[src/infoframe_regs.vh]
// register map, field layout and reset values of the information frame bank
`ifndef INFOFRAME_REGS_VH
`define INFOFRAME_REGS_VH

// ----------------------------------------------------------------------
// address map
// ----------------------------------------------------------------------
`define BANK_BASE          8'h80
`define BANK_LAST          8'h95
`define BANK_BYTES         22
`define FLAG_ADDR_LOW      3'h7
`define REG_AVI_VERSION    8'h80
`define REG_AVI_FORMAT     8'h81
`define REG_ASPECT         8'h82
`define REG_SCALING        8'h83
`define REG_VIDEO_CODE     8'h84
`define REG_PIXEL_REPEAT   8'h85
`define REG_TOP_LOW        8'h86
`define REG_FLAGS_A        8'h87
`define REG_TOP_HIGH       8'h88
`define REG_BOTTOM_LOW     8'h89
`define REG_BOTTOM_HIGH    8'h8A
`define REG_LEFT_LOW       8'h8B
`define REG_LEFT_HIGH      8'h8C
`define REG_RIGHT_LOW      8'h8D
`define REG_RIGHT_HIGH     8'h8E
`define REG_FLAGS_B        8'h8F
`define REG_AUDIO_VERSION  8'h90
`define REG_AUDIO_CODING   8'h91
`define REG_AUDIO_RATE     8'h92
`define REG_MAX_BIT_RATE   8'h93
`define REG_SPEAKER        8'h94
`define REG_LEVEL_SHIFT    8'h95

// ----------------------------------------------------------------------
// implemented bits per register; the rest read as zero
// ----------------------------------------------------------------------
`define MASK_FULL          8'hFF
`define MASK_AVI_FORMAT    8'h7F
`define MASK_SCALING       8'h03
`define MASK_VIDEO_CODE    8'h7F
`define MASK_PIXEL_REPEAT  8'h0F
`define MASK_AUDIO_CODING  8'hF7
`define MASK_AUDIO_RATE    8'h1F
`define MASK_LEVEL_SHIFT   8'hF8
`define MASK_FLAGS         8'h7F
`define MASK_NONE          8'h00

// ----------------------------------------------------------------------
// change flag bits, reset values, scale factors
// ----------------------------------------------------------------------
`define FLAG_COUNT         7
`define FLAG_VIDEO         0
`define FLAG_AUDIO         1
`define FLAG_SOURCE        2
`define FLAG_COMPRESSED    3
`define FLAG_PROTECT       4
`define FLAG_CODE1         5
`define FLAG_CODE2         6
`define FIELD_RESET        8'h00
`define FLAGS_RESET        7'h00
`define BIT_RATE_STEP_KHZ  8

`endif

[src/infoframe_register_bank.v]
// read-only bank of received video and audio information frame fields
`timescale 1ns/1ps
`include "infoframe_regs.vh"
module infoframe_register_bank (
  input  wire        I_CLOCK,
  input  wire        I_ARST_N,
  // host register read port
  input  wire        I_RD_STROBE,
  input  wire [7:0]  I_RD_ADDR,
  // frame byte updates from the packet parser
  input  wire        I_PKT_WR,
  input  wire [7:0]  I_PKT_ADDR,
  input  wire [7:0]  I_PKT_DATA,
  input  wire [2:0]  I_PKT_KIND,
  input  wire [6:0]  I_EXT_CHANGE,
  // display geometry for the bar decisions
  input  wire [15:0] I_DISPLAY_LINES,
  input  wire [15:0] I_DISPLAY_PIXELS,
  // read answer
  output reg  [7:0]  O_RD_DATA,
  output reg         O_RD_VALID,
  // decoded fields
  output reg  [6:0]  O_NEW_DATA_FLAGS,
  output reg  [1:0]  O_ASPECT_CODE,
  output reg  [3:0]  O_ACTIVE_FORMAT_CODE,
  output reg  [1:0]  O_SCALING_CODE,
  output reg  [6:0]  O_VIDEO_FORMAT_CODE,
  output reg  [4:0]  O_PIXEL_SEND_COUNT,
  output reg  [15:0] O_TOP_BAR_END,
  output reg  [15:0] O_BOTTOM_BAR_START,
  output reg  [15:0] O_LEFT_BAR_END,
  output reg  [15:0] O_RIGHT_BAR_START,
  output reg         O_TOP_BAR_PRESENT,
  output reg         O_BOTTOM_BAR_PRESENT,
  output reg         O_LEFT_BAR_PRESENT,
  output reg         O_RIGHT_BAR_PRESENT,
  output reg  [3:0]  O_AUDIO_CODING_CODE,
  output reg  [3:0]  O_CHANNEL_COUNT,
  output reg  [10:0] O_MAX_BIT_RATE_KHZ,
  output reg  [7:0]  O_SPEAKER_ALLOC_CODE
);

  // ---------------------------------------------------------------------
  // implemented-bit mask per address
  // ---------------------------------------------------------------------
  // storing through the mask keeps reserved bits zero and stops a change
  // in a reserved bit from raising a spurious change flag
  function [7:0] field_mask;
    input [7:0] addr;
    begin
      if (addr == `REG_AVI_FORMAT) begin
        field_mask = `MASK_AVI_FORMAT;
      end else if (addr == `REG_SCALING) begin
        field_mask = `MASK_SCALING;
      end else if (addr == `REG_VIDEO_CODE) begin
        field_mask = `MASK_VIDEO_CODE;
      end else if (addr == `REG_PIXEL_REPEAT) begin
        field_mask = `MASK_PIXEL_REPEAT;
      end else if (addr == `REG_AUDIO_CODING) begin
        field_mask = `MASK_AUDIO_CODING;
      end else if (addr == `REG_AUDIO_RATE) begin
        field_mask = `MASK_AUDIO_RATE;
      end else if (addr == `REG_LEVEL_SHIFT) begin
        field_mask = `MASK_LEVEL_SHIFT;
      end else begin
        field_mask = `MASK_FULL;
      end
    end
  endfunction

  // ---------------------------------------------------------------------
  // stored bytes
  // ---------------------------------------------------------------------
  wire [7:0]            cell_value [0:`BANK_BYTES-1];
  wire [`BANK_BYTES-1:0] cell_changed;
  wire                  pkt_in_bank;
  wire [7:0]            pkt_index;
  wire [7:0]            pkt_data_masked;

  assign pkt_in_bank = (I_PKT_ADDR >= `BANK_BASE) &&
                       (I_PKT_ADDR <= `BANK_LAST) &&
                       (I_PKT_ADDR[2:0] != `FLAG_ADDR_LOW);
  assign pkt_index       = I_PKT_ADDR - `BANK_BASE;
  assign pkt_data_masked = I_PKT_DATA & field_mask(I_PKT_ADDR);

  // flag slots hold no byte and read from the shared flags instead
  genvar gi;
  generate
    for (gi = 0; gi < `BANK_BYTES; gi = gi + 1) begin : g_cell
      if ((gi % 8) == 7) begin : g_flag_slot
        assign cell_value[gi]   = `FIELD_RESET;
        assign cell_changed[gi] = 1'b0;
      end else begin : g_byte
        // sized copy of the slot number for the address compare
        localparam [7:0] CELL_INDEX = gi;
        infoframe_byte_cell #(
          .WIDTH (8)
        ) u_cell (
          .i_clk     (I_CLOCK),
          .i_arst_n  (I_ARST_N),
          .i_load    (I_PKT_WR && pkt_in_bank &&
                      (pkt_index == CELL_INDEX)),
          .i_data    (pkt_data_masked),
          .o_value   (cell_value[gi]),
          .o_changed (cell_changed[gi])
        );
      end
    end
  endgenerate

  // ---------------------------------------------------------------------
  // change flags
  // ---------------------------------------------------------------------
  wire [6:0] flag_set;
  wire [6:0] flags;
  wire       flag_read;

  // the differing byte is stored on the same edge that sets its flag
  assign flag_set = ((|cell_changed) ?
                     (7'h01 << I_PKT_KIND) : 7'h00) | I_EXT_CHANGE;
  // any mirrored slot in the upper half clears the one shared register
  assign flag_read = I_RD_STROBE && I_RD_ADDR[7] &&
                     (I_RD_ADDR[2:0] == `FLAG_ADDR_LOW);

  infoframe_flag_bank #(
    .WIDTH (`FLAG_COUNT)
  ) u_flags (
    .i_clk    (I_CLOCK),
    .i_arst_n (I_ARST_N),
    .i_set    (flag_set),
    .i_clear  (flag_read),
    .o_flags  (flags)
  );

  // ---------------------------------------------------------------------
  // read decode
  // ---------------------------------------------------------------------
  reg  [7:0] rd_data_next;
  wire [7:0] rd_index;

  assign rd_index = I_RD_ADDR - `BANK_BASE;

  // addresses outside the bank answer zero rather than stale data, except the upper-half flag mirrors, which answer the flags
  always @* begin
    if (!I_RD_ADDR[7]) begin
      rd_data_next = `MASK_NONE;
    end else if (I_RD_ADDR[2:0] == `FLAG_ADDR_LOW) begin
      rd_data_next = {1'b0, flags};
    end else if (I_RD_ADDR <= `BANK_LAST) begin
      rd_data_next = cell_value[rd_index[4:0]];
    end else begin
      rd_data_next = `MASK_NONE;
    end
  end

  // answer lands one edge after the strobe and stands for that cycle
  always @(posedge I_CLOCK or negedge I_ARST_N) begin
    if (!I_ARST_N) begin
      O_RD_DATA  <= `FIELD_RESET;
      O_RD_VALID <= 1'b0;
    end else begin
      O_RD_VALID <= I_RD_STROBE;
      if (I_RD_STROBE) begin
        O_RD_DATA <= rd_data_next;
      end
    end
  end

  // ---------------------------------------------------------------------
  // decoded video fields
  // ---------------------------------------------------------------------
  wire [15:0] top_end;
  wire [15:0] bottom_start;
  wire [15:0] left_end;
  wire [15:0] right_start;

  // byte pairs joined high over low
  assign top_end      = {cell_value[8],  cell_value[6]};
  assign bottom_start = {cell_value[10], cell_value[9]};
  assign left_end     = {cell_value[12], cell_value[11]};
  assign right_start  = {cell_value[14], cell_value[13]};

  // outputs lag the stored bytes by one edge to stay registered
  always @(posedge I_CLOCK or negedge I_ARST_N) begin
    if (!I_ARST_N) begin
      O_NEW_DATA_FLAGS     <= `FLAGS_RESET;
      O_ASPECT_CODE        <= 2'h0;
      O_ACTIVE_FORMAT_CODE <= 4'h0;
      O_SCALING_CODE       <= 2'h0;
      O_VIDEO_FORMAT_CODE  <= 7'h00;
      O_PIXEL_SEND_COUNT   <= 5'h01;
      O_TOP_BAR_END        <= 16'h0000;
      O_BOTTOM_BAR_START   <= 16'h0000;
      O_LEFT_BAR_END       <= 16'h0000;
      O_RIGHT_BAR_START    <= 16'h0000;
      O_TOP_BAR_PRESENT    <= 1'b0;
      O_BOTTOM_BAR_PRESENT <= 1'b0;
      O_LEFT_BAR_PRESENT   <= 1'b0;
      O_RIGHT_BAR_PRESENT  <= 1'b0;
    end else begin
      O_NEW_DATA_FLAGS     <= flags;
      O_ASPECT_CODE        <= cell_value[2][5:4];
      O_ACTIVE_FORMAT_CODE <= cell_value[2][3:0];
      O_SCALING_CODE       <= cell_value[3][1:0];
      O_VIDEO_FORMAT_CODE  <= cell_value[4][6:0];
      O_PIXEL_SEND_COUNT   <= {1'b0, cell_value[5][3:0]} + 5'h01;
      O_TOP_BAR_END        <= top_end;
      O_BOTTOM_BAR_START   <= bottom_start;
      O_LEFT_BAR_END       <= left_end;
      O_RIGHT_BAR_START    <= right_start;
      O_TOP_BAR_PRESENT    <= (top_end != 16'h0000);
      O_BOTTOM_BAR_PRESENT <= (bottom_start <= I_DISPLAY_LINES);
      O_LEFT_BAR_PRESENT   <= (left_end != 16'h0000);
      O_RIGHT_BAR_PRESENT  <= (right_start <= I_DISPLAY_PIXELS);
    end
  end

  // ---------------------------------------------------------------------
  // decoded audio fields
  // ---------------------------------------------------------------------
  wire [2:0] chan_code;

  assign chan_code = cell_value[17][2:0];

  // zero channel code defers to the stream header, reported as zero
  always @(posedge I_CLOCK or negedge I_ARST_N) begin
    if (!I_ARST_N) begin
      O_AUDIO_CODING_CODE  <= 4'h0;
      O_CHANNEL_COUNT      <= 4'h0;
      O_MAX_BIT_RATE_KHZ   <= 11'h000;
      O_SPEAKER_ALLOC_CODE <= 8'h00;
    end else begin
      O_AUDIO_CODING_CODE  <= cell_value[17][7:4];
      O_CHANNEL_COUNT      <= (chan_code == 3'h0) ? 4'h0 :
                              ({1'b0, chan_code} + 4'h1);
      O_MAX_BIT_RATE_KHZ   <= {cell_value[19], 3'h0};
      O_SPEAKER_ALLOC_CODE <= cell_value[20];
    end
  end

endmodule

[src/infoframe_byte_cell.v]
// one stored frame byte with change detection against the new value
`timescale 1ns/1ps
module infoframe_byte_cell #(
  parameter WIDTH = 8
) (
  input  wire             i_clk,
  input  wire             i_arst_n,
  input  wire             i_load,
  input  wire [WIDTH-1:0] i_data,
  output wire [WIDTH-1:0] o_value,
  output wire             o_changed
);

  reg [WIDTH-1:0] value_reg;

  // only a differing byte counts as a change; equal resends stay silent
  assign o_changed = i_load && (i_data != value_reg);
  assign o_value   = value_reg;

  // -------------------------------------------------------------------
  // storage
  // -------------------------------------------------------------------
  always @(posedge i_clk or negedge i_arst_n) begin
    if (!i_arst_n) begin
      value_reg <= {WIDTH{1'b0}};
    end else if (o_changed) begin
      value_reg <= i_data;
    end
  end

endmodule

[src/infoframe_flag_bank.v]
// shared change flags: set by frame updates, cleared by a host read
`timescale 1ns/1ps
module infoframe_flag_bank #(
  parameter WIDTH = 7
) (
  input  wire             i_clk,
  input  wire             i_arst_n,
  input  wire [WIDTH-1:0] i_set,
  input  wire             i_clear,
  output wire [WIDTH-1:0] o_flags
);

  reg [WIDTH-1:0] flags_reg;
  reg [WIDTH-1:0] flags_next;

  // a set arriving with the clearing read survives, so no change is lost
  always @* begin
    flags_next = (i_clear ? {WIDTH{1'b0}} : flags_reg) | i_set;
  end

  always @(posedge i_clk or negedge i_arst_n) begin
    if (!i_arst_n) begin
      flags_reg <= {WIDTH{1'b0}};
    end else begin
      flags_reg <= flags_next;
    end
  end

  assign o_flags = flags_reg;

endmodule

[config.mk]
export PLATFORM = sky130hd
export DESIGN_NAME = infoframe_register_bank
export DESIGN_NICKNAME = d
export VERILOG_FILES = /design/src/infoframe_register_bank.v /design/src/infoframe_byte_cell.v /design/src/infoframe_flag_bank.v
export VERILOG_INCLUDE_DIRS = /design/src
export SDC_FILE = /design/constraint.sdc
export NUM_CORES = 1
export LEC_CHECK = 0
export ABC_AREA = 1
export BUFFER_PORTS_ARGS = -buffer_cell sky130_fd_sc_hd__buf_2
export CORE_ASPECT_RATIO = 0.7
export CORE_MARGIN = 4
export CORE_UTILIZATION = 50
export CTS_BUF_LIST = sky130_fd_sc_hd__clkbuf_4
export DETAILED_ROUTE_END_ITERATION = 7
export GPL_ROUTABILITY_DRIVEN = 1
export GPL_TIMING_DRIVEN = 0
export PLACE_DENSITY = 0.71
export SKIP_CTS_REPAIR_TIMING = 1
export SLEW_MARGIN = 20
export SYNTH_ARGS = -nofsm -noshare
export SYNTH_HDL_FRONTEND = slang
export SYNTH_SLANG_ARGS = --single-unit
[constraint.sdc]
create_clock -name I_CLOCK -period 5.2 [get_ports I_CLOCK]
set_clock_uncertainty 0.15 [all_clocks]
set_input_delay 0.78 -clock I_CLOCK [delete_from_list [all_inputs] [get_ports I_CLOCK]]
set_output_delay 0.78 -clock I_CLOCK [all_outputs]
set_load 0.05 [all_outputs]
After elaboration in Yosys (flattened, before gate mapping)
Index checks and enable logic that the tools add are counted.
{ "totals": {"reg_bits": 295, "inputBits": 70, "out_inout_bits": 131, "wordCells": 170} }
{ "classes": {"add_sub_neg": 4, "n_lt_le_gt_ge": 6, "eq_ne": 48, "shift": 1, "n_mux": 16, "bitwise_logic": 4, "reduce_logical": 50} }
{ "op_table": {"columns": ["op", "n"], "rows": [
  ["$ne 8x8->1", 20],
  ["$mux 8", 11],
  ["$eq 8x4->1 const B", 7],
  ["$eq 8x8->1 const B", 7],
  ["$eq 8x5->1 const B", 6],
  ["$logic_and 1x1->1", 45],
  ["$bmux 8 s5", 1],
  ["$le 16x16->1", 2],
  ["$reduce_bool 16->1", 2],
  ["$eq 8x3->1 const B", 3],
  ["$reduce_or 20->1", 1],
  ["$eq 8x2->1 const B", 2],
  ["$le 8x8->1 const B", 2],
  ["$mux 7", 2],
  ["$or 7x7->7", 2],
  ["$and 8x8->8", 1],
  ["$eq 8x1->1 const B", 1],
  ["$ge 8x8->1 const B", 1],
  ["$logic_not 8->1", 1],
  ["$sub 8x8->8 const B", 1],
  ["$shl 1x3->7 const A", 1],
  ["$ge 6x6->1 const B", 1],
  ["$not 5->6", 1],
  ["$add 4x1->5 const B", 1],
  ["other kinds (7)", 7]
]} }

Depth between registers and ports, before layout
Gate-level depths: netlist of run 1.
{ "logic_depth": {"word_depth": 15, "depth_mapped": 19, "ltp_nobuf": 18} }

Cells and area by module
A second synthesis of run 1 with hierarchy kept.
{ "unflattened": {"hier_cells": 2231, "area_unflattened_um2": 16758.6} }
{ "modules_own_cells": {"columns": ["module", "n_inst", "cells_each", "area_each_um2", "seq_area_each_um2"], "rows": [
  ["infoframe_byte_cell", 20, 62, 474.2, 200.2],
  ["infoframe_register_bank", 1, 962, 7016.7, 3204.3],
  ["infoframe_flag_bank", 1, 29, 257.7, 175.2]
]} }

Least setup slack after synthesis of run 1
Ideal clock, no wire load.
{ "synth_timing": {"kind": "input -> register", "start": "input I_PKT_ADDR[5]", "end": "register u_flags.flags_reg[0] (netlist: u_flags.o_flags[0])", "setup_time_ps": 121, "t_arrival_ps": 2468, "t_required_ps": 4929, "setup_slack_ps": 2461, "cell_stages": 17, "path_buffers": 2, "path_cell_list": "inv_1 -> nand2_2 -> nor2_4 -> nand2_2 -> buf_6 -> nand3_4 -> buf_6 -> xor2_1 -> nand2_1 -> nor2_1 -> nand3_1 -> nand2_2 -> nand2_1 -> nor2_1 -> nand2_2 -> o21bai_1 -> nand2_1"} }
{ "synth_between": {"elab_chain_cells": 15, "elab_cells_between_ends": 105, "classes_between": "add/sub: 1; order compare: 2; eq/ne: 46; mux: 8; bitwise: 3; reduce/logical: 45"} }
{ "synth_lines": {"columns": ["element", "line", "text"], "rows": [
  ["from (decl)", "infoframe_register_bank.v:12", "input wire [7:0] I_PKT_ADDR,"],
  ["$eq 8x8->1 (no line)", null, null],
  ["$mux 3", "infoframe_register_bank.v:63", "end else if (addr == `REG_LEVEL_SHIFT) begin"],
  ["$mux 8", "infoframe_register_bank.v:61", "end else if (addr == `REG_AUDIO_RATE) begin"],
  ["$mux 8", "infoframe_register_bank.v:59", "end else if (addr == `REG_AUDIO_CODING) begin"],
  ["$mux 8", "infoframe_register_bank.v:57", "end else if (addr == `REG_PIXEL_REPEAT) begin"],
  ["$mux 8", "infoframe_register_bank.v:55", "end else if (addr == `REG_VIDEO_CODE) begin"],
  ["$mux 8", "infoframe_register_bank.v:53", "end else if (addr == `REG_SCALING) begin"],
  ["$mux 8", "infoframe_register_bank.v:51", "if (addr == `REG_AVI_FORMAT) begin"],
  ["$and 8x8->8", "infoframe_register_bank.v:84", "assign pkt_data_masked = I_PKT_DATA & field_mask(I_PKT_ADDR);"],
  ["$ne 8x8->1", "infoframe_byte_cell.v:17", "assign o_changed = i_load && (i_data != value_reg);"],
  ["$logic_and 1x1->1", "infoframe_byte_cell.v:17", null],
  ["$reduce_or 20->1 (*)", "infoframe_register_bank.v:119", "assign flag_set = ((|cell_changed) ?"],
  ["$mux 7 (*)", "infoframe_register_bank.v:119", null],
  ["$or 7x7->7 (*)", "infoframe_register_bank.v:120", "(7'h01 << I_PKT_KIND) : 7'h00) | I_EXT_CHANGE;"],
  ["$or 7x7->7 (*)", "infoframe_flag_bank.v:18", "flags_next = (i_clear ? {WIDTH{1'b0}} : flags_reg) | i_set;"],
  ["named net u_flags.flags_next[0]", "infoframe_flag_bank.v:14", "reg [WIDTH-1:0] flags_next;"],
  ["to (signal assigned)", "infoframe_flag_bank.v:23", "flags_reg <= {WIDTH{1'b0}};"],
  ["to (signal assigned)", "infoframe_flag_bank.v:25", "flags_reg <= flags_next;"],
  ["to (decl)", "infoframe_flag_bank.v:13", "reg [WIDTH-1:0] flags_reg;"]
]} }
Mark *: on every way through the listed nets, which the timed path passes. The rest lies on a longest branch.
A chain may end at the register's enable or synchronous reset.

Worst setup path after layout of run 1
{ "layout_timing": {"start": "input I_RD_ADDR[0]", "end": "register O_RD_DATA[0]"} }
{ "layout_between": {"elab_chain_cells": 8, "elab_cells_between_ends": 10, "classes_between": "add/sub: 1; order compare: 1; eq/ne: 1; mux: 6; bitwise: 1"} }
{ "layout_lines": {"columns": ["element", "line", "text"], "rows": [
  ["from (decl)", "infoframe_register_bank.v:9", "input wire [7:0] I_RD_ADDR,"],
  ["$sub 5x1->5 (no line)", null, null],
  ["$not 5->6 (not written as such)", "infoframe_register_bank.v:150", "rd_data_next = cell_value[rd_index[4:0]];"],
  ["$bmux 8 s5", "infoframe_register_bank.v:150", null],
  ["$mux 8 (not written as such) (2 in series)", "infoframe_register_bank.v:150", null],
  ["$mux 8", "infoframe_register_bank.v:149", "end else if (I_RD_ADDR <= `BANK_LAST) begin"],
  ["$mux 8 (*)", "infoframe_register_bank.v:147", "end else if (I_RD_ADDR[2:0] == `FLAG_ADDR_LOW) begin"],
  ["$mux 8 (*)", "infoframe_register_bank.v:145", "if (!I_RD_ADDR[7]) begin"],
  ["to (signal assigned)", "infoframe_register_bank.v:159", "O_RD_DATA <= `FIELD_RESET;"],
  ["to (signal assigned)", "infoframe_register_bank.v:164", "O_RD_DATA <= rd_data_next;"],
  ["to (decl)", "infoframe_register_bank.v:20", "output reg [7:0] O_RD_DATA,"]
]} }
Mark *: on every way between the ends. The rest lies on a longest branch, timed or not. The select of a mux whose other input is x is not followed.

==> run metrics, run 1 <==
die height=153.8 um; distinct cell type count after synthesis=49; Hold/Removal Path Class=input pin to register; vias in the first global route=14140; Fillers=2744; cell total after placement=2453; Tcrit/Tclk final=0.7665; Seq cells post-synth=295; Post-synth EDFFs=0; Bufs on Longest Clock Path=3; Post-synth top flop=dfrtp_1; dominant cell type by area after synthesis=dfrtp_1; ys async rst share=1.000; row count=53; largest family of logic cells by synthesized area=simple AND/OR/NAND/NOR gates; RD Place Congestion=1.079; endpoints failing setup=0; Worst-Margin Slew=1.260 ns; logic gate share of total power=0.133; WS Path Type=input pin to register; pre-CTS WS=0.8756 ns; Leak=0.009023 uW; worst-skew pair later-pin latency=0.77 ns; initial core utilization=0.5064; Period minus WS final=3.986 ns; initial antenna violation count=1; Sequential Power Share=0.465; register area=7383 um^2; WL per Instance=23.98 um; simple-gate share of the synthesized area=0.2377; core area=29970 um^2; CP dominant cell by count=clkinv_1; worst rel slew slack=0.1599; final hold violation count=0; IO buf count=188; H-tree Lvls=3; crit-path cells=buf_2, clkinv_1, nor2_2, clkinv_1, clkbuf_1, o21ai_0, o221ai_1, a21oi_1, o311ai_1; mux share of post-synthesis cell area=0; CP bufs+invs=4; layout cell share with drive strength beyond 1=0.1790; adder-cell share of the synthesized area=0.02885; status=finished clean; Die X=216.2 um; DRT iter0 DRCs=1740; Compound-Gate Fraction of Synth Area=0.1356; number of max-cap violations=0; fmax=250.9 MHz; P_sw=1546 uW; sequential element share of the synthesized area=0.4864; power share of the clock group=0.402; Layout area overhead=16.73%; synth top area cells=dfrtp_1 (48%), nand2_1 (12%), o21ai_0 (6.7%); VDD IR max=0.0002400 V; CP Max Fanout=10; Root Driver=clkbuf_4; Power Density=289.1 nW/um^2; Routed Antenna Nets=0; total gr overflow=0; Startpoint Class=input pin; Post-DP HPWL=44.71 mm; fin worst setup slack=1.214 ns; crit path capture type=register; DRC errors left=0; Ports=201; final wirelength=61.88 mm; unrepaired setup endpoints after global routing=false; internal power=3576 uW; arrival time at the worst endpoint=4.43 ns; Post-Synth XOR/XNOR Area=0.02827; CTS tree=yes; CP delay by family, top=buffers and inverters; synthesized area=15180 um^2; Layout Cells excl Fill=2581; global-route wire length before repair=90.93 mm; syn avg cell area=8.218 um^2; fin. max-slew vios=0; total track usage=0.3692; switching share of power=0.3018; via count=15050; router iterations before antenna repair=6; Die ar.=33250 um^2; area occupied by multi-input gates=6545 um^2; share of the synthesized area in the top cell type=0.4847; nets=2222; Crit path largest cell delay=0.68 ns; Reg clk slew, reported paths=0.07 ns; Worst Path Required=5.65 ns; Worst path slowest cell=o21ai_0; # clock sinks=295; Via density=5.832; synth warn=0; largest net degree at the start of global routing=103; CTS buffer count=72; Synth Instances=1847
[worst paths after layout]
path | slack, ns | start | end | cells past startpoint
setup / recovery | 1.21 | I_RD_ADDR[0] | O_RD_DATA[0]$_DFFE_PN0P_ | 9
hold / removal | 0.06 | I_EXT_CHANGE[0] | u_flags.o_flags[0]$_DFF_PN0_ | 3
setup reg to reg | 2.63 | g_cell[5].g_byte.u_cell.o_value[2]$_DFFE_PN0P_ | u_flags.o_flags[6]$_DFF_PN0_ | 14
hold reg to reg | 0.26 | g_cell[19].g_byte.u_cell.o_value[5]$_DFFE_PN0P_ | O_MAX_BIT_RATE_KHZ[8]$_DFF_PN0_ | 0
max in group asynchronous | 3.41 | I_ARST_N | O_MAX_BIT_RATE_KHZ[7]$_DFF_PN0_ | 4
min in group asynchronous | 0.33 | I_ARST_N | g_cell[14].g_byte.u_cell.o_value[6]$_DFFE_PN0P_ | 2
[flip-flops by register name, summed over array words and instances, names as in the netlist]
signal / flops
g_cell.g_byte.u_cell.o_value: 160
O_BOTTOM_BAR_START: 16
O_LEFT_BAR_END: 16
O_RIGHT_BAR_START: 16
O_TOP_BAR_END: 16
O_MAX_BIT_RATE_KHZ: 8
O_RD_DATA: 8
O_SPEAKER_ALLOC_CODE: 8
O_NEW_DATA_FLAGS: 7
O_VIDEO_FORMAT_CODE: 7
u_flags.o_flags: 7
O_PIXEL_SEND_COUNT: 5
O_ACTIVE_FORMAT_CODE: 4
O_AUDIO_CODING_CODE: 4
O_CHANNEL_COUNT: 4
O_ASPECT_CODE: 2
O_SCALING_CODE: 2
O_BOTTOM_BAR_PRESENT: 1
O_LEFT_BAR_PRESENT: 1
O_RD_VALID: 1
O_RIGHT_BAR_PRESENT: 1
O_TOP_BAR_PRESENT: 1
[metal layers]
layer  track usage  share of wire
met1        0.5364           0.42
met2        0.5094           0.40
met3        0.1219           0.13
met4        0.1508          0.044
met5             0              0
[worst min-delay path: stages]
cell and delay (ns):
buf_2 0.08, a21oi_1 0.03, nand2_1 0.05
[placed cells by master, fill, tap and decap left out, types with 5 or more instances in the layout]
master and n:
nand2_2 23, clkinv_1 18, nand3_1 60, buf_2 201, clkbuf_4 96, inv_2 8
buf_4 7, nand2_1 475, clkbuf_1 58, a22oi_1 6, dfrtp_1 294, a31oi_1 9
o211ai_1 13, nor4_1 8, xor2_1 38, ha_1 35, nand4_1 78, nand3b_1 8
o221ai_1 25, o21ai_0 203, o21bai_1 9, o311ai_1 6, buf_6 7, buf_1 10
nor3_1 13, nor2_1 110, xnor2_1 11, inv_1 196, nor2_2 5, a21oi_1 78
nor2_4 6, clkinv_2 5
[cells by family (layout without fill, tap and decap cells)]
family	after synthesis	after routing
compound gates	363	363
xor+xnor	49	49
fa+ha+maj	35	35
buf+inv	302	621
flops	295	295
other cells	1	4
simple gates	802	802
[power by group through the flow]
| stage | Clock (uW) | Sequential (uW) | Combinational, uW |
|---|---|---|---|
| finish | 2060 | 2380 | 683 |
| global route | 2210 | 2380 | 719 |
| CTS | 2080 | 2380 | 659 |
| detailed placement | 0 | 2420 | 657 |
| global placement | 0 | 2420 | 639 |
| floorplan | 0 | 2490 | 290 |
[Yosys cell counts, drive strengths merged (4+ instances only)]
library cell  number
a21oi             78
a22oi              6
a31oi              9
buf               40
clkbuf            59
dfrtp            294
ha                35
inv              201
nand2            503
nand3             64
nand3b             8
nand4             79
nor2             123
nor3              13
nor4               8
o211ai            13
o21ai            203
o21bai             9
o221ai            25
o311ai            10
or2                4
xnor2             11
xor2              38
[layout make-up]
type	instances	area share
antenna	1	0.0001412
buffer	99	0.02803
clock buffer	96	0.04068
clock inverter	29	0.01264
inverter	203	0.04301
multi-input combinational	1252	0.3694
sequential	295	0.4167
tap	412	0.02909
timing repair buffer	194	0.06031
[metrics by stage]
step	setup TNS, ns	total power [uW]	hold WS [ns]	utilization	cell area (um^2)
global placement	-597.79	3061	0.2434	0.5552	16640
floorplan	0	2785	0.2241	-	15190
finish	0	5123	0.06417	0.5911	17720
global route	0	5308	0.06323	0.5911	17720
CTS	0	5115	-0.3142	0.5903	17690
detailed placement	0	3079	0.2489	0.5588	16750
No activity file was read; power rests on OpenSTA's default activity.
==> inputs of run 2 (changes only) <==
ABC_AREA = 0   (was 1)
clock period = 3.9 ns   (was 5.2 ns; I/O delays follow)
==> run 2 against run 1 <==
Die area is 2.6% lower; sequential share of layout area up 0.74 points; area after synthesis shrank 2.7%; utilization is 0.88 points higher; non-clock buffer count decreased by 8; global-route usage shrank 6.6 points; final cell count is 21% lower; sequential power grew 36%.
==> run metrics, run 2 <==
most frequent cell after synthesis=dfrtp_1; core area=29020 um^2 (-3.2%); die height=151.8 um (-1.3%); CTS tree=yes; Post-DP HPWL=35.64 mm (-20%); IO buf count=187 (-0.53%); Tot Pwr=6797 uW (+33%); sequential element share of the synthesized area=0.5001 (+0.01365); Hold/Removal Path Class=input pin to register; crit path capture type=register; initial antenna violation count=2 (+1); most common cell after layout, fill and taps aside=dfrtp_1; fmax=257.9 MHz; FF-to-FF End=u_flags.o_flags[5]$_DFF_PN0_; most frequent cells in the layout=dfrtp_1 (294), buf_2 (198), nand2_1 (117); syn avg cell area=11.10 um^2 (+35%); worst r2r path cells=10 (-4); post-route setup TNS=0 ns (unchanged); Post-synth EDFFs=0 (unchanged); Period minus WS final=3.877 ns; Layout area overhead=17.92%; arrival time at the worst endpoint=4.32 ns (-0.11 ns); VDD IR max=0.0002347 V (-2.2%); Synth Instances=1330 (-28%); CTS buffer count=75 (+4.2%); Worst-Margin Slew=1.247 ns (-0.01309 ns); fin. max-slew vios=0 (unchanged); dominant cell type by area after synthesis=dfrtp_1; CP delay by family, top=simple AND/OR/NAND/NOR gates; crit-path cells=clkbuf_1, nand4bb_2, or3_1, clkbuf_1, nand3_2, buf_6, xnor2_1, nor4_1, a21o_1, nand2_1, or4b_1, buf_2, o31a_1; CP bufs+invs=4 (unchanged); Fillers=2449 (-11%); Bufs on Longest Clock Path=3 (unchanged); Routed Antenna Nets=0 (unchanged); WL per Instance=24.11 um (+0.57%); max FFs per register=160 (unchanged); Worst setup startpoint=I_PKT_ADDR[3]; final wirelength=49.24 mm (-20%); synthesized area=14760 um^2 (-2.7%); layout cell share with drive strength beyond 1=0.2774 (+0.09841); endpoints failing setup=0 (unchanged); synth top area cells=dfrtp_1 (50%), xnor2_1 (5.2%), mux2_2 (4.9%); Post-synth top flop=dfrtp_1; unrepaired setup endpoints after global routing=false; nets=1714 (-23%); final hold violation count=0 (unchanged); Root Driver=clkbuf_4; ys async rst share=1.000 (unchanged); initial core utilization=0.5088 (+0.002409); status=finished clean; Seq cells post-synth=295 (unchanged); global-route wire length before repair=73.05 mm (-20%); vias in the first global route=11830 (-16%); total gr overflow=0 (unchanged); CP dominant cell by count=clkbuf_1; Power Density=390.4 nW/um^2 (+35%); row count=52 (-1.9%); hold_sp=I_EXT_CHANGE[6]; total track usage=0.3033 (-0.06588); Die ar.=32390 um^2 (-2.6%); share of the synthesized area in the top cell type=0.4983 (+0.01360); Hold Path Depth=3 (unchanged); Via density=6.058 (+3.9%); reg-to-reg slack, setup=0.44 ns (-2.19 ns); worst reg2reg startpoint=g_cell[12].g_byte.u_cell.o_value[0]$_DFFE_PN0P_; top post-synthesis cells by count=dfrtp_1 (294), nand2_1 (117), xnor2_1 (87); DRT iter0 DRCs=1445 (-17%); synth warn=0 (unchanged); Crit path largest cell delay=0.55 ns (-0.13 ns); largest net degree at the start of global routing=97 (-5.8%); router iterations before antenna repair=7 (+1); RD Place Congestion=0.9769 (-9.5%); Worst Path Required=4.34 ns (-1.31 ns); DRC errors left=0 (unchanged); Worst path slowest cell=or4b_1; Ports=201 (unchanged); number of max-cap violations=0 (unchanged); # clock sinks=295 (unchanged); WS Path Type=input pin to register; Hold Path Sink=u_flags.o_flags[6]$_DFF_PN0_; CP Max Fanout=10 (unchanged); H-tree Lvls=3 (unchanged); Startpoint Class=input pin; worst rel slew slack=0.1655 (+0.005654); via count=12370 (-18%); Tcrit/Tclk final=0.9941; Reg clk slew, reported paths=0.06 ns (about the same); Die X=213.4 um (-1.3%); distinct cell type count after synthesis=81 (+65%); worst-skew pair later-pin latency=0.74 ns (-0.03 ns); Leak=0.008377 uW (-7.2%)
[run 2: changes by cell type in the layout (fill, tap and decap cells not counted), moves of 44 or more]
cell / delta
inv_1: -139
nand3_1: -44
nor2_1: -54
xnor2_1: +76
o21ai_0: -117
nand2_1: -358
nand4_1: -66
mux2_2: +64
[run 2: cell families after synthesis]
kind of cell | after synthesis | synth area share
AO/OA/AOI/OAI | 297 | 0.1396
XOR/XNOR | 116 | 0.06881
adder cells (fa/ha/maj) | 35 | 0.02966
buffers and inverters | 144 | 0.04271
flip-flops | 295 | 0.5001
multiplexers | 127 | 0.1119
other | 1 | 0.0002540
AND/OR/NAND/NOR | 315 | 0.1070
[run 2: through the flow]
| stage | utilization | instances | hold slack (ns) | area, um^2 | worst slack [ns] |
|---|---|---|---|---|---|
| 2_1_floorplan | - | 1332 | 0.1394 | 14770 | 0.1798 |
| 3_3_place_gp | 0.5576 | 1897 | 0.2300 | 16180 | -3.237 |
| 3_5_place_dp | 0.5620 | 1902 | 0.2319 | 16310 | -1.112 |
| 4_1_cts | 0.5948 | 2032 | -0.3879 | 17260 | -0.3244 |
| 5_1_grt | 0.5999 | 2042 | 0.004033 | 17410 | 0.04810 |
| 6_report | 0.5999 | 2042 | 0.02212 | 17410 | 0.02311 |
[run 2: routing by layer]
layer	global-route usage	up-vias	routed length, um
met5	0	-	0
met4	0.1017	0	1460
met3	0.1037	125	5779
met2	0.4306	745	21100
met1	0.4375	6111	20910
li1	-	5390	-
[run 2: layout make-up]
class,instances,area [um^2],area share
clock buffers,108,810.8,0.04657
inverters,59,221.5,0.01272
diodes,2,5.005,0.0002875
well taps,378,473.0,0.02717
plain buffers,85,415.4,0.02386
multi-input cells,893,6845,0.3932
flip-flops and latches,295,7383,0.4241
repair buffers,200,1114,0.06396
clock inverters,22,141.4,0.008121
[run 2: worst max path at each step]
stage / end / cells past startpoint
2_1_floorplan: u_flags.o_flags[2]$_DFF_PN0_ / 11
3_3_place_gp: O_AUDIO_CODING_CODE[2]$_DFF_PN0_ / 1
3_5_place_dp: u_flags.o_flags[5]$_DFF_PN0_ / 12
4_1_cts: u_flags.o_flags[5]$_DFF_PN0_ / 12
5_1_grt: u_flags.o_flags[6]$_DFF_PN0_ / 13
6_report: u_flags.o_flags[5]$_DFF_PN0_ / 13
[run 2: where the power goes]
group / switching [uW] / internal, uW / total, uW
clock network: 1290 / 1410 / 2690
registers: 88.0 / 3140 / 3230
logic: 597 / 277 / 874
[run 2: worst reg2reg max path, stage by stage (launching register included)]
cell      delay, ns
dfrtp_1        0.60
nor4bb_1       0.33
a31oi_1        0.07
o32a_1         0.21
a221oi_1       0.25
nand4_2        0.16
o21bai_4       0.34
nand4_1        0.13
or4b_1         0.61
buf_2          0.20
o31a_1         0.28
==> inputs of run 3 (changes only) <==
--- a/config.mk
+++ b/config.mk
@@ -18,2 +18,3 @@
 export PLACE_DENSITY = 0.71
+export SETUP_SLACK_MARGIN = 0.15
 export SKIP_CTS_REPAIR_TIMING = 1
==> constraint.sdc (replaced) <==
create_clock -name I_CLOCK -period 3.9 [get_ports I_CLOCK]
set_clock_uncertainty 0.15 [all_clocks]
set_input_delay 0.78 -clock I_CLOCK [delete_from_list [all_inputs] [get_ports I_CLOCK]]
set_output_delay 0.78 -clock I_CLOCK [all_outputs]
set_load 0.05 [all_outputs]
==> run 3 against run 2 <==
Worst setup slack gained 0.096 ns; hold slack gained 0.21 ns; global-route usage shrank 0.37 points; maximum frequency grew 2.5%; non-clock buffer count grew 6; largest power group unchanged; first-iteration DRC count grew 8.2%.
==> run metrics, run 3 (same netlist as run 2, synthesis figures left out) <==
Worst path slowest cell=o31ai_4; most frequent cells in the layout=dfrtp_1 (294), buf_2 (193), nand2_1 (117); register area=7383 um^2 (unchanged); area occupied by multi-input gates=6939 um^2 (+1.4%); Power Density=387.1 nW/um^2 (-0.86%); cell total after placement=1902 (unchanged); Worst setup startpoint=I_PKT_ADDR[6]; internal power=4821 uW (about the same); Ports=201 (unchanged); Fillers=2453 (+0.16%); final wirelength=49.05 mm (-0.38%); CP endpoint=u_flags.o_flags[3]$_DFF_PN0_; reg-to-reg slack, setup=0.48 ns (+0.04 ns); fin. max-slew vios=0 (unchanged); P_sw=1998 uW (+1.4%); WHS=0.2367 ns (+0.2146 ns); arrival time at the worst endpoint=4.23 ns (-0.09 ns); worst r2r path cells=10 (unchanged); Routed Antenna Nets=0 (unchanged); switching share of power=0.2930 (+0.002980); router iterations before antenna repair=8 (+1); Worst-Margin Slew=1.209 ns (-0.03823 ns); logic gate share of total power=0.130 (about the same); nets=1720 (+0.35%); crit path capture type=register; Layout Cells excl Fill=2053 (+0.54%); CTS tree=yes; worst reg2reg startpoint=g_cell[12].g_byte.u_cell.o_value[0]$_DFFE_PN0P_; vias in the first global route=11580 (-2.1%); endpoints failing setup=0 (unchanged); crit-path cells=buf_2, or3b_1, buf_2, o31ai_4, buf_4, buf_4, xnor2_1, nor4_1, a21o_1, nor4bb_4, nand3_2, o31a_1; status=finished clean; final core utilization=0.6072 (+0.007244); Period minus WS final=3.781 ns (-0.09569 ns); Die X=213.4 um (unchanged); worst-skew pair later-pin latency=0.75 ns (about the same); initial core utilization=0.5088 (unchanged); Tcrit/Tclk final=0.9695 (-0.02454); most common cell after layout, fill and taps aside=dfrtp_1; largest net degree at the start of global routing=94 (-3.1%); via count=12260 (-0.93%); unrepaired setup endpoints after global routing=true; Root Driver=clkbuf_4; core area=29020 um^2 (unchanged); pre-CTS WS=-1.261 ns (-0.1495 ns); # clock sinks=295 (unchanged); power share of the clock group=0.396 (about the same); Reg clk slew, reported paths=0.06 ns (about the same); Post-DP HPWL=35.59 mm (-0.13%); CTS buffer count=75 (unchanged); Worst Path Required=4.35 ns (about the same); total track usage=0.2996 (-0.003696); total gr overflow=0 (unchanged); VDD IR max=0.0002055 V (-12%); Startpoint Class=input pin; fin worst setup slack=0.1188 ns (+0.09569 ns); number of max-cap violations=0 (unchanged); H-tree Lvls=3 (unchanged); final hold violation count=0 (unchanged); Layout area overhead=19.34%; Via density=5.970 (-1.5%); Bufs on Longest Clock Path=3 (unchanged); Die ar.=32390 um^2 (unchanged); CP Max Fanout=10 (unchanged); DRC errors left=0 (unchanged); placed cell areas=16360 um^2 (+0.31%); max FFs per register=160 (unchanged); initial antenna violation count=3 (+1); layout cell share with drive strength beyond 1=0.2885 (+0.01115); DRT iter0 DRCs=1564 (+8.2%); die height=151.8 um (unchanged); IO buf count=187 (unchanged); Crit path largest cell delay=0.41 ns (-0.14 ns); Sequential Power Share=0.474 (about the same); fin area=17620 um^2 (+1.2%); Hold/Removal Path Class=input pin to register; worst rel slew slack=0.1911 (+0.02558); fmax=264.5 MHz (+2.5%); row count=52 (unchanged); RD Place Congestion=1.003 (+2.7%); global-route wire length before repair=71.93 mm (-1.5%); FF-to-FF End=u_flags.o_flags[3]$_DFF_PN0_; WS Path Type=input pin to register; Leak=0.008459 uW (+0.97%); WL per Instance=23.89 um (-0.91%)
-- run 3: cell count changes in the layout (fill, tap and decap cells not counted), sizes merged --
cell	previous run	this run
clkbuf	161	160
diode	2	1
clkinv	18	25
clkinvlp	0	2
dlygate4sd3	5	2
buf	227	234
-- run 3: per-layer routing --
layer  share of wire  GRT usage  vias up
met3            0.13     0.1171      123
met1            0.42     0.4272     5976
met2            0.42     0.4204      760
li1                -          -     5395
met5         0.00024          0        -
met4           0.028    0.09914        2
-- run 3: worst min-delay path by stage --
stage	slack, ns	from	depth (start not counted)	endpoint
floorplan	0.20	g_cell[12].g_byte.u_cell.o_value[7]$_DFFE_PN0P_	0	O_LEFT_BAR_END[15]$_DFF_PN0_
global placement	0.22	g_cell[12].g_byte.u_cell.o_value[7]$_DFFE_PN0P_	0	O_LEFT_BAR_END[15]$_DFF_PN0_
detailed placement	0.24	g_cell[12].g_byte.u_cell.o_value[7]$_DFFE_PN0P_	0	O_LEFT_BAR_END[15]$_DFF_PN0_
CTS	-0.23	I_ARST_N	1	g_cell[11].g_byte.u_cell.o_value[6]$_DFFE_PN0P_
global route	0.20	I_EXT_CHANGE[3]	3	u_flags.o_flags[3]$_DFF_PN0_
finish	0.24	I_EXT_CHANGE[4]	3	u_flags.o_flags[4]$_DFF_PN0_
-- run 3: per-stage QoR --
stage / setup TNS [ns] / power (uW)
4_1_cts: -3.222 / 6829
3_3_place_gp: -1046.72 / 4109
5_1_grt: 0 / 7106
6_report: 0 / 6820
3_5_place_dp: -37.72 / 4134
2_1_floorplan: 0 / 3795
-- run 3: worst max-delay path: cells and delay by family --
family / cells / cell delay, ns
xor gates and xnor gates: 1 / 0.11
AOI/OAI and AO/OA: 3 / 1.02
and+or+nand+nor: 4 / 1.28
buffers and inverters: 4 / 1.02
-- run 3: power by group through the flow --
stage / Sequential, uW / Clock, uW / Combinational (uW)
2_1_floorplan: 3400 / 0 / 391
3_3_place_gp: 3280 / 0 / 825
3_5_place_dp: 3280 / 0 / 850
4_1_cts: 3230 / 2750 / 853
5_1_grt: 3240 / 2930 / 942
6_report: 3230 / 2700 / 888
-- run 3: area by class of cell --
cell class	count	share of cell area
multi-input cells	893	0.3938
clock buffers	105	0.04474
inverters	59	0.01257
repair buffers	206	0.06533
diodes	1	0.0001420
plain buffers	85	0.02677
flip-flops and latches	295	0.4190
clock inverters	31	0.01072
well taps	378	0.02684
